**src/rtl/ehf_defines.svh**
```systemverilog
// offsets, field positions, reset values and counts of the event header formatter
`ifndef EHF_DEFINES_SVH
`define EHF_DEFINES_SVH
// ----------------------------------------------------------------
// register offsets
// ----------------------------------------------------------------
`define EHF_REG_CTRL 8'h00
`define EHF_REG_ID 8'h04
`define EHF_REG_USER 8'h08
`define EHF_REG_WLEN 8'h0c
`define EHF_REG_STATUS 8'h10
// ----------------------------------------------------------------
// control bits
// ----------------------------------------------------------------
`define EHF_CTRL_CFD 0
`define EHF_CTRL_ACCEPT_ALL 1
`define EHF_CTRL_TTS 2
`define EHF_CTRL_MULTIPLEXED_FIELD_MODE_FLAG 3
`define EHF_CTRL_P2M 4
`define EHF_CTRL_RESET 5'h00
// ----------------------------------------------------------------
// header constants
// ----------------------------------------------------------------
`define EHF_SYNC_WORD 32'haaaaaaaa
`define EHF_HDR_WORDS 11'h00e
`define EHF_HDR_LAST 4'hd
`define EHF_TYPE_LEADING 4'h7
`define EHF_TYPE_CFD 4'h8
`define EHF_BASELINE_NS 10240
`define EHF_CLK_NS 10
`define EHF_BASELINE_CYC (`EHF_BASELINE_NS / `EHF_CLK_NS)
`endif

```
**src/rtl/ehf_pkg.sv**
```systemverilog
// types of the event header formatter
package ehf_pkg;
  typedef enum logic [2:0] {ST_IDLE, ST_HOLD, ST_ACCEPT, ST_SEND, ST_WAVE} ehf_state_type;

  typedef struct packed {
    logic fire;
    logic coarse_fire;
    logic peak_found;
    logic holdoff_done;
    logic preamp_reset;
    logic cfd_valid;
    logic pileup_flag;
    logic second_thr;
    logic [3:0] stacked_hit_count;
    logic [23:0] post_sum;
    logic [23:0] pre_sum;
    logic [23:0] p2_sum;
    logic [23:0] base_sum;
    logic [23:0] early_sum;
    logic [23:0] early2_sum;
    logic [13:0] cfd0;
    logic [13:0] cfd1;
    logic [13:0] cfd2;
  } ehf_hit_type;

  typedef struct packed {
    logic accept;
    logic [2:0] ev_type;
    logic [15:0] trigger_detector_info;
    logic [7:0] mult_x;
    logic [7:0] mult_y;
    logic [15:0] msg_ts;
  } ehf_trig_type;

  typedef struct packed {
    logic valid;
    logic first;
    logic last;
    logic [31:0] data;
  } ehf_out_type;

  typedef struct packed {
    ehf_state_type st;
    logic [4:0] ctrl;
    logic [4:0] geo;
    logic [3:0] chan;
    logic [11:0] user;
    logic [9:0] wlen;
    logic [15:0] evcnt;
    logic [31:0] rdata;
    ehf_out_type out;
    logic [3:0] idx;
    logic [9:0] wcnt;
    logic [47:0] last_ts;
    logic [23:0] last_post;
    logic last_cv;
    logic [47:4] rst_ts;
    logic [23:0] pend_early;
    logic [9:0] pend_coarse;
    logic pend_cf;
    logic [47:0] ts;
    logic [47:0] prev_ts;
    logic [23:0] prev_post;
    logic [23:0] post;
    logic [23:0] pre;
    logic [23:0] p2;
    logic [23:0] base;
    logic [23:0] early;
    logic [23:0] mux;
    logic [9:0] coarse_ts;
    logic cf;
    logic [15:0] peak_ts;
    logic peak_found_flag;
    logic reset_timestamp_match_flag;
    logic cfd;
    logic cv;
    logic pcv;
    logic tsm;
    logic pf;
    logic second_thr;
    logic [3:0] pile;
    logic [13:0] cfd0;
    logic [13:0] cfd1;
    logic [13:0] cfd2;
    logic [2:0] ev_type;
    logic [15:0] det;
    logic [7:0] mx;
    logic [7:0] my;
    logic [15:0] trig_ts;
  } ehf_regs_type;
endpackage

```
**src/rtl/ehf_formatter.sv**
```systemverilog
// event header formatter: latches hit data and emits header plus waveform words
//
// Overview of operation
// - header word 1 carries the crate slot number from the id register.
// - packet length equals header words plus waveform words.
// - user packet register value copied unchanged into every header.
// - channel identifier from the id register placed in every header.
// - header length is fourteen; the rest of the packet is waveform.
// - event type comes from the accept message, zero in accept-all mode.
// - header type is 7 in leading-edge mode, 8 in constant-fraction mode.
// - post-rise and pre-rise sums latched at main discriminator firing.
// - extended post-rise sum latched at main discriminator firing.
// - early pre-rise sum captured earlier, at coarse discriminator firing.
// - 10.24 us baseline sum latched at main discriminator firing.
// - event timestamp is the full 48-bit counter at firing.
// - previous firing timestamp kept on every firing, read out or not.
// - low 16 counter bits recorded when the peak detector finds a peak.
// - peak found flag stays clear if no peak before holdoff ends.
// - low 10 counter bits latched at coarse firing reported in header.
// - multiplexed field may hold preamp reset timestamp bits 27:4.
// - match flag set when reset and event timestamp bits 47:28 agree.
// - multiplexed mode flag is the control bit at readout; the field follows that bit at firing.
// - source flag 0 puts local counter at message arrival in trigger field, or at holdoff end in accept-all mode.
// - outside accept-all mode, source flag 1 puts message timestamp low 16 bits in trigger field.
// - trigger detector data placed in header; the two 8-bit multiplicities only in leading-edge mode.
// - header type is four bits, event type three bits, in word 3.
// - every output word is exactly 32 bits wide.
//
// Strobed register access and the register offsets were left to the implementer.
`timescale 1ns/1ps
`default_nettype none
`include "ehf_defines.svh"
module ehf_formatter
  import ehf_pkg::*;
(
  // clock and reset
  input wire logic CORE_CLK_I,
  input wire logic RESET_I,
  // register port
  input wire logic [7:0] ADDR_I,
  input wire logic [31:0] WDATA_I,
  input wire logic WR_I,
  input wire logic RD_I,
  output var logic [31:0] RDATA_O,
  // channel pipeline and trigger
  input wire logic [47:0] TS_I,
  input wire ehf_hit_type HIT_I,
  input wire ehf_trig_type TRIG_I,
  // waveform words from the channel fifo
  input wire logic WAVE_VALID_I,
  input wire logic [31:0] WAVE_DATA_I,
  // packet to the accepted-event fifo
  output var ehf_out_type OUT_O
);

  ehf_regs_type s;
  ehf_regs_type next_s;

  // ----------------------------------------------------------------
  // header word selection
  // ----------------------------------------------------------------
  function automatic logic [31:0] hdr_word(input ehf_regs_type r, input logic [3:0] i);
    logic [10:0] plen;
    logic [31:0] w;
    plen = `EHF_HDR_WORDS + {1'b0, r.wlen};
    w = 32'h00000000;
    case (i)
      4'h0: w = `EHF_SYNC_WORD;
      4'h1: w = {r.geo, plen, r.user, r.chan};
      4'h2: w = r.ts[31:0];
      4'h3: begin
        w = {6'(`EHF_HDR_WORDS), r.ev_type, 1'b0, r.ctrl[`EHF_CTRL_TTS],
             r.ctrl[`EHF_CTRL_ACCEPT_ALL], (r.cfd ? `EHF_TYPE_CFD : `EHF_TYPE_LEADING),
             r.ts[47:32]};
      end
      4'h4: begin
        w = {r.prev_ts[15:0], r.pf, 1'b0, 1'b0, 1'b0, r.cv, 1'b0, r.peak_found_flag,
             1'b0, r.tsm, 1'b0, 1'b0, 1'b0, (r.cfd ? r.det[15:12] : 4'h0)};
      end
      4'h5: begin
        if (r.cfd) begin
          w = {r.det[11:10], r.cfd0, r.det[9:8], r.prev_ts[29:16]};
        end else begin
          w = r.prev_ts[47:16];
        end
      end
      4'h6: begin
        if (r.cfd) begin
          w = {r.det[7:0], r.base};
        end else begin
          w = {4'h0, r.pile, r.base};
        end
      end
      4'h7: begin
        if (r.cfd) begin
          w = {r.pile[3:2], r.cfd2, r.pile[1:0], r.cfd1};
        end else begin
          w = {r.det, r.mx, r.my};
        end
      end
      4'h8: w = {r.post[7:0], r.pre};
      4'h9: w = {r.peak_ts, r.post[23:8]};
      4'ha: begin
        w = {r.trig_ts, r.ctrl[`EHF_CTRL_MULTIPLEXED_FIELD_MODE_FLAG], r.ctrl[`EHF_CTRL_P2M], r.p2[13:0]};
      end
      4'hb: w = {r.prev_post[23:16], r.mux};
      4'hc: w = {r.prev_post[15:8], r.early};
      4'hd: begin
        w = {r.prev_post[7:0], r.coarse_ts, r.cf, r.pcv, r.reset_timestamp_match_flag,
             r.second_thr, r.p2[23:14]};
      end
      default: w = 32'h00000000;
    endcase
    return w;
  endfunction

  // ----------------------------------------------------------------
  // next state
  // ----------------------------------------------------------------
  always_comb begin
    next_s = s;
    next_s.out.valid = 1'b0;
    next_s.out.first = 1'b0;
    next_s.out.last = 1'b0;
    next_s.rdata = 32'h00000000;

    // register writes
    if (WR_I) begin
      case (ADDR_I)
        `EHF_REG_CTRL: next_s.ctrl = WDATA_I[4:0];
        `EHF_REG_ID: begin
          next_s.chan = WDATA_I[3:0];
          next_s.geo = WDATA_I[12:8];
        end
        `EHF_REG_USER: next_s.user = WDATA_I[11:0];
        `EHF_REG_WLEN: next_s.wlen = WDATA_I[9:0];
        default: next_s.ctrl = s.ctrl;
      endcase
    end

    // register reads, data in the following cycle
    if (RD_I) begin
      case (ADDR_I)
        `EHF_REG_CTRL: next_s.rdata = {27'h0000000, s.ctrl};
        `EHF_REG_ID: next_s.rdata = {19'h00000, s.geo, 4'h0, s.chan};
        `EHF_REG_USER: next_s.rdata = {20'h00000, s.user};
        `EHF_REG_WLEN: next_s.rdata = {22'h000000, s.wlen};
        `EHF_REG_STATUS: begin
          next_s.rdata = {s.evcnt, 13'h0000, (s.st != ST_IDLE), s.peak_found_flag, s.cf};
        end
        default: next_s.rdata = 32'h00000000;
      endcase
    end

    // coarse discriminator: early sum and coarse time ahead of the main hit
    if (HIT_I.coarse_fire) begin
      next_s.pend_early = HIT_I.early_sum;
      next_s.pend_coarse = TS_I[9:0];
      next_s.pend_cf = 1'b1;
    end

    // preamp reset time, kept down to 160 ns resolution
    if (HIT_I.preamp_reset) begin
      next_s.rst_ts = TS_I[47:4];
    end

    // every main firing updates the carry-forward history
    if (HIT_I.fire) begin
      next_s.last_ts = TS_I;
      next_s.last_post = HIT_I.post_sum;
      next_s.last_cv = HIT_I.cfd_valid;
    end

    case (s.st)
      ST_IDLE: begin
        if (HIT_I.fire) begin
          next_s.st = ST_HOLD;
          next_s.ts = TS_I;
          next_s.prev_ts = s.last_ts;
          next_s.prev_post = s.last_post;
          next_s.pcv = s.last_cv;
          next_s.post = HIT_I.post_sum;
          next_s.pre = HIT_I.pre_sum;
          next_s.p2 = HIT_I.p2_sum;
          next_s.base = HIT_I.base_sum;
          next_s.early = HIT_I.coarse_fire ? HIT_I.early_sum : s.pend_early;
          next_s.coarse_ts = HIT_I.coarse_fire ? TS_I[9:0] : s.pend_coarse;
          next_s.cf = HIT_I.coarse_fire | s.pend_cf;
          next_s.pend_cf = 1'b0;
          if (s.ctrl[`EHF_CTRL_MULTIPLEXED_FIELD_MODE_FLAG]) begin
            next_s.mux = s.rst_ts[27:4];
          end else begin
            next_s.mux = HIT_I.early2_sum;
          end
          next_s.reset_timestamp_match_flag = (s.rst_ts[47:28] == TS_I[47:28]);
          next_s.cfd = s.ctrl[`EHF_CTRL_CFD];
          next_s.cv = s.ctrl[`EHF_CTRL_CFD] & HIT_I.cfd_valid;
          next_s.tsm = s.ctrl[`EHF_CTRL_CFD] & (s.last_ts[47:30] == TS_I[47:30]);
          next_s.pf = HIT_I.pileup_flag;
          next_s.second_thr = HIT_I.second_thr;
          next_s.pile = HIT_I.stacked_hit_count;
          next_s.cfd0 = HIT_I.cfd0;
          next_s.cfd1 = HIT_I.cfd1;
          next_s.cfd2 = HIT_I.cfd2;
          next_s.peak_found_flag = 1'b0;
          next_s.peak_ts = 16'h0000;
        end
      end
      ST_HOLD: begin
        if (HIT_I.peak_found && !s.peak_found_flag) begin
          next_s.peak_found_flag = 1'b1;
          next_s.peak_ts = TS_I[15:0];
        end
        if (HIT_I.holdoff_done) begin
          if (s.ctrl[`EHF_CTRL_ACCEPT_ALL]) begin
            next_s.ev_type = 3'h0;
            next_s.det = 16'h0000;
            next_s.mx = 8'h00;
            next_s.my = 8'h00;
            next_s.trig_ts = TS_I[15:0];
            next_s.idx = 4'h0;
            next_s.st = ST_SEND;
          end else begin
            next_s.st = ST_ACCEPT;
          end
        end
      end
      ST_ACCEPT: begin
        if (TRIG_I.accept) begin
          next_s.ev_type = TRIG_I.ev_type;
          next_s.det = TRIG_I.trigger_detector_info;
          next_s.mx = TRIG_I.mult_x;
          next_s.my = TRIG_I.mult_y;
          if (s.ctrl[`EHF_CTRL_TTS]) begin
            next_s.trig_ts = TRIG_I.msg_ts;
          end else begin
            next_s.trig_ts = TS_I[15:0];
          end
          next_s.idx = 4'h0;
          next_s.st = ST_SEND;
        end
      end
      ST_SEND: begin
        next_s.out.valid = 1'b1;
        next_s.out.first = (s.idx == 4'h0);
        next_s.out.data = hdr_word(s, s.idx);
        if (s.idx == `EHF_HDR_LAST) begin
          next_s.wcnt = 10'h000;
          next_s.evcnt = s.evcnt + 16'h0001;
          if (s.wlen == 10'h000) begin
            next_s.out.last = 1'b1;
            next_s.st = ST_IDLE;
          end else begin
            next_s.st = ST_WAVE;
          end
        end else begin
          next_s.idx = s.idx + 4'h1;
        end
      end
      ST_WAVE: begin
        if (WAVE_VALID_I) begin
          next_s.out.valid = 1'b1;
          next_s.out.data = WAVE_DATA_I;
          next_s.wcnt = s.wcnt + 10'h001;
          if (s.wcnt == s.wlen - 10'h001) begin
            next_s.out.last = 1'b1;
            next_s.st = ST_IDLE;
          end
        end
      end
      default: next_s.st = ST_IDLE;
    endcase
  end

  // ----------------------------------------------------------------
  // state register
  // ----------------------------------------------------------------
  always_ff @(posedge CORE_CLK_I) begin
    if (RESET_I) begin
      s <= '0;
      s.st <= ST_IDLE;
      s.ctrl <= `EHF_CTRL_RESET;
    end else begin
      s <= next_s;
    end
  end

  assign RDATA_O = s.rdata;
  assign OUT_O = s.out;

endmodule
`default_nettype wire

```
**config.mk**
```make
export PLATFORM = sky130hd
export DESIGN_NAME = ehf_formatter
export DESIGN_NICKNAME = d
export VERILOG_FILES = /design/src/rtl/ehf_pkg.sv /design/src/rtl/ehf_formatter.sv
export VERILOG_INCLUDE_DIRS = /design/src /design/src/rtl
export SDC_FILE = /design/constraint.sdc
export NUM_CORES = 1
export LEC_CHECK = 0
export ABC_AREA = 1
export BUFFER_PORTS_ARGS = -buffer_cell sky130_fd_sc_hd__clkbuf_2
export CELL_PAD_IN_SITES_DETAIL_PLACEMENT = 0
export CELL_PAD_IN_SITES_GLOBAL_PLACEMENT = 1
export CORE_ASPECT_RATIO = 0.9
export CORE_MARGIN = 3
export CORE_UTILIZATION = 37
export CTS_BUF_LIST = sky130_fd_sc_hd__clkbuf_4
export DETAILED_ROUTE_END_ITERATION = 16
export PLACE_DENSITY = 0.75
export SLEW_MARGIN = 10
export SYNTH_ARGS = -nofsm -noshare
export SYNTH_HDL_FRONTEND = slang
export SYNTH_SLANG_ARGS = --single-unit
```
**constraint.sdc**
```tcl
create_clock -name CORE_CLK_I -period 1.8 [get_ports CORE_CLK_I]
set_clock_uncertainty 0.05 [all_clocks]
set_input_delay 0.36 -clock CORE_CLK_I [delete_from_list [all_inputs] [get_ports CORE_CLK_I]]
set_output_delay 0.36 -clock CORE_CLK_I [all_outputs]
set_load 0.005 [all_outputs]
```
==> metrics.yaml <==
cts:
  cts_buffer_depth: 3
  numCtsBuffers: 178
  worstSkewPairLatency_ps: 1110
  cts_tree: "yes"
  cts-root-buf: "clkbuf_4"
  cts.sinks: 681
  path_clk_slew_ps: 70
  htreeDepth: 4
die:
  die_w_um: 301
  num_rows: 96
  coreArea_um2: 76900
  die_area_um2: 81600
  pin_count: 442
  start_util: 0.377
  fp.dieH_um: 271
setup_path:
  critPathMaxFanout: 5
  cp.required_ps: 2700
  critPathArrivalTime_ps: 3000
  regToRegStartpoint: "s[558]"
  crit_path_start: "s[558]"
  startpoint_type: "flop"
  crit_type: "flop to flop"
  crit_path_end_kind: "flop"
outcome:
  violations: "negative hold slack, negative setup slack"
  status: "finished with violations"
hold_path:
  hp-start: "ADDR_I[3]"
  min_path_type: "input port to flop"
yosys:
  avgSynthCellArea_um2: 7.38
  yosys_warnings: 0
  seq_area_frac_synth: 0.471
  synth.ff_latch_count: 681
  ys_types: 48
  synthesis.area_um2: 28900
  netlist_instances: 3923
place:
  gp_congestion: 1.02
  hpwl_um: 106000
  portBuffers: 419
finish:
  area_delta_synth_final_pct: 63.4
  finalNetCount: 5681
  drive_above_1_share: 0.314
  final_common_cell: "dfxtp_1"
  layout_common_cells: "627 x dfxtp_1, 591 x dlygate4sd3_1, 567 x nand2_1"
timing:
  rsz0062_at_grt: "true"
  worst_pin_slew_ps: 716
  timing.fmax_mhz: 476
  relSlewSlack: 0.522
  slew_violations: 0
  finalHoldViolations: 1
  fin_ws_ps: -303
  setup_viol_count_final: 173
  fin_setup_tns_ps: -21020
  timing.final.crit_period_ps: 2100
  holdWs_ps: -12.3
  fin_crit_sh: 1.17
detailed_routing:
  drtIter0Drc: 4156
  wl_met2_um: 68900
  wl_um: 158000
  antenna_left: 0
  drcViolationCount: 0
  routedWlPerCell_um: 24.5
  top_layer_used: "met5"
  met3_length_um: 16900
  met1_length_um: 63400
  detail_route.first_pass.iterations: 6
  routed_via_density: 5.44
  vias: 35100
global_routing:
  grt_first_pass_wirelength_um: 217000
  grt_pass1_vias: 33200
  grt_overflow: 0
  grt_start_max_net_pins: 109
  antenna_found_initial: 5
  track_usage: 0.358
run:
  max_cap_violations: 0
power_and_ir_drop:
  leakage_nw: 20.5
  irDropWorstVdd_mv: 0.671
  p_per_area_nw_per_um2: 1170
stage by stage:
step	cell area (µm²)	power (mW)	std cells	setup WS [ps]	utilization
after floorplan	29000	26.3	3925	-28.8	-
after global placement	34200	33.3	5423	-643	0.445
after detailed placement	34200	33.3	5423	-669	0.445
after CTS	44800	50.5	6370	-293	0.582
after global routing	47300	57.2	6450	-358	0.615
final	47300	55.2	6451	-303	0.615
kinds of logic after synthesis:
kind of cell    share of synthesized area
simple gates                        0.185
compound gates                      0.228
buf+inv                             0.107
flops                               0.471
xor+xnor                          0.00514
fa+ha+maj                         0.00389
other cells                      0.000130
state kept, by name (all words and copies together) (netlist names):
| register | cells |
|---|---|
| OUT_O | 35 |
| RDATA_O | 29 |
| s | 617 |
Yosys cell counts, drive strengths merged:
master / number / area (µm²)
dfxtp: 681 / 13600
nand2: 631 / 2380
o21ai: 527 / 2640
nor2: 441 / 1700
inv: 401 / 1510
a21oi: 373 / 1870
clkbuf: 174 / 654
buf: 147 / 922
nand3: 119 / 623
o22ai: 98 / 613
nor3: 47 / 272
a31oi: 45 / 282
a22oi: 43 / 323
nand4: 38 / 238
a211oi: 34 / 255
a22o: 29 / 254
o31ai: 12 / 90.1
ha: 9 / 113
o211ai: 9 / 67.6
xor2: 9 / 78.8
or2: 8 / 50.1
xnor2: 8 / 70.1
nor4: 7 / 43.8
a221oi: 6 / 52.6
o2111ai: 6 / 52.6
o32ai: 6 / 52.6
nor3b: 5 / 37.5
o221ai: 5 / 43.8
clkinv: 2 / 7.51
conb: 1 / 3.75
o21bai: 1 / 7.51
o2bb2ai: 1 / 8.76
report_power, final:
group | total, mW | switching (mW) | internal, mW
logic | 20.9 | 11.5 | 9.33
clock network | 13.8 | 6.98 | 6.80
registers | 20.6 | 2.66 | 17.9
cell type report:
type,count,area [µm²]
antenna,4,10.0
clock buffer,254,1910
clock inverter,47,303
fill,6601,29600
inverter,403,1600
multi-input combinational,2520,14600
sequential,681,13800
tap,1029,1290
timing repair buffer,1507,13800
timing repair inverter,6,66.3
repair_timing:
item | 4_1_cts | 5_1_grt
endpoints found under the hold margin | 662 | 3
hold buffers | 592 | 2
resized for setup | 464 | 466
cloned | 14 | 39
pin swaps | 128 | 156
setup buffers | 57 | 62
endpoints found under the setup margin | 243 | 468
routing by layer:
layer  vias to the layer above  global-route usage
met3                       454              0.0781
met2                      2064               0.549
li1                      15900                   -
met1                     16700               0.477
met5                         -                   0
met4                         2               0.173
critical path, cell delays in order (launching register included):
cell and delay [ps]:
dfxtp_4 370, buf_6 120, ha_4 170, buf_12 140
buf_6 120, nand2_8 100, buf_12 130, buf_4 100
nor2_2 50, a211oi_2 200, buf_4 160, nand3_2 80
a21oi_1 140, nor2_1 50
final timing paths:
kind / to / slack, ps / cells after the start
setup / recovery: OUT_O[4] / -300 / 13
setup reg to reg: OUT_O[4] / -300 / 13
hold reg to reg: s[121] / 400 / 2
hold / removal: s[672] / -10 / 7
Power figures use the tool's default switching activity.
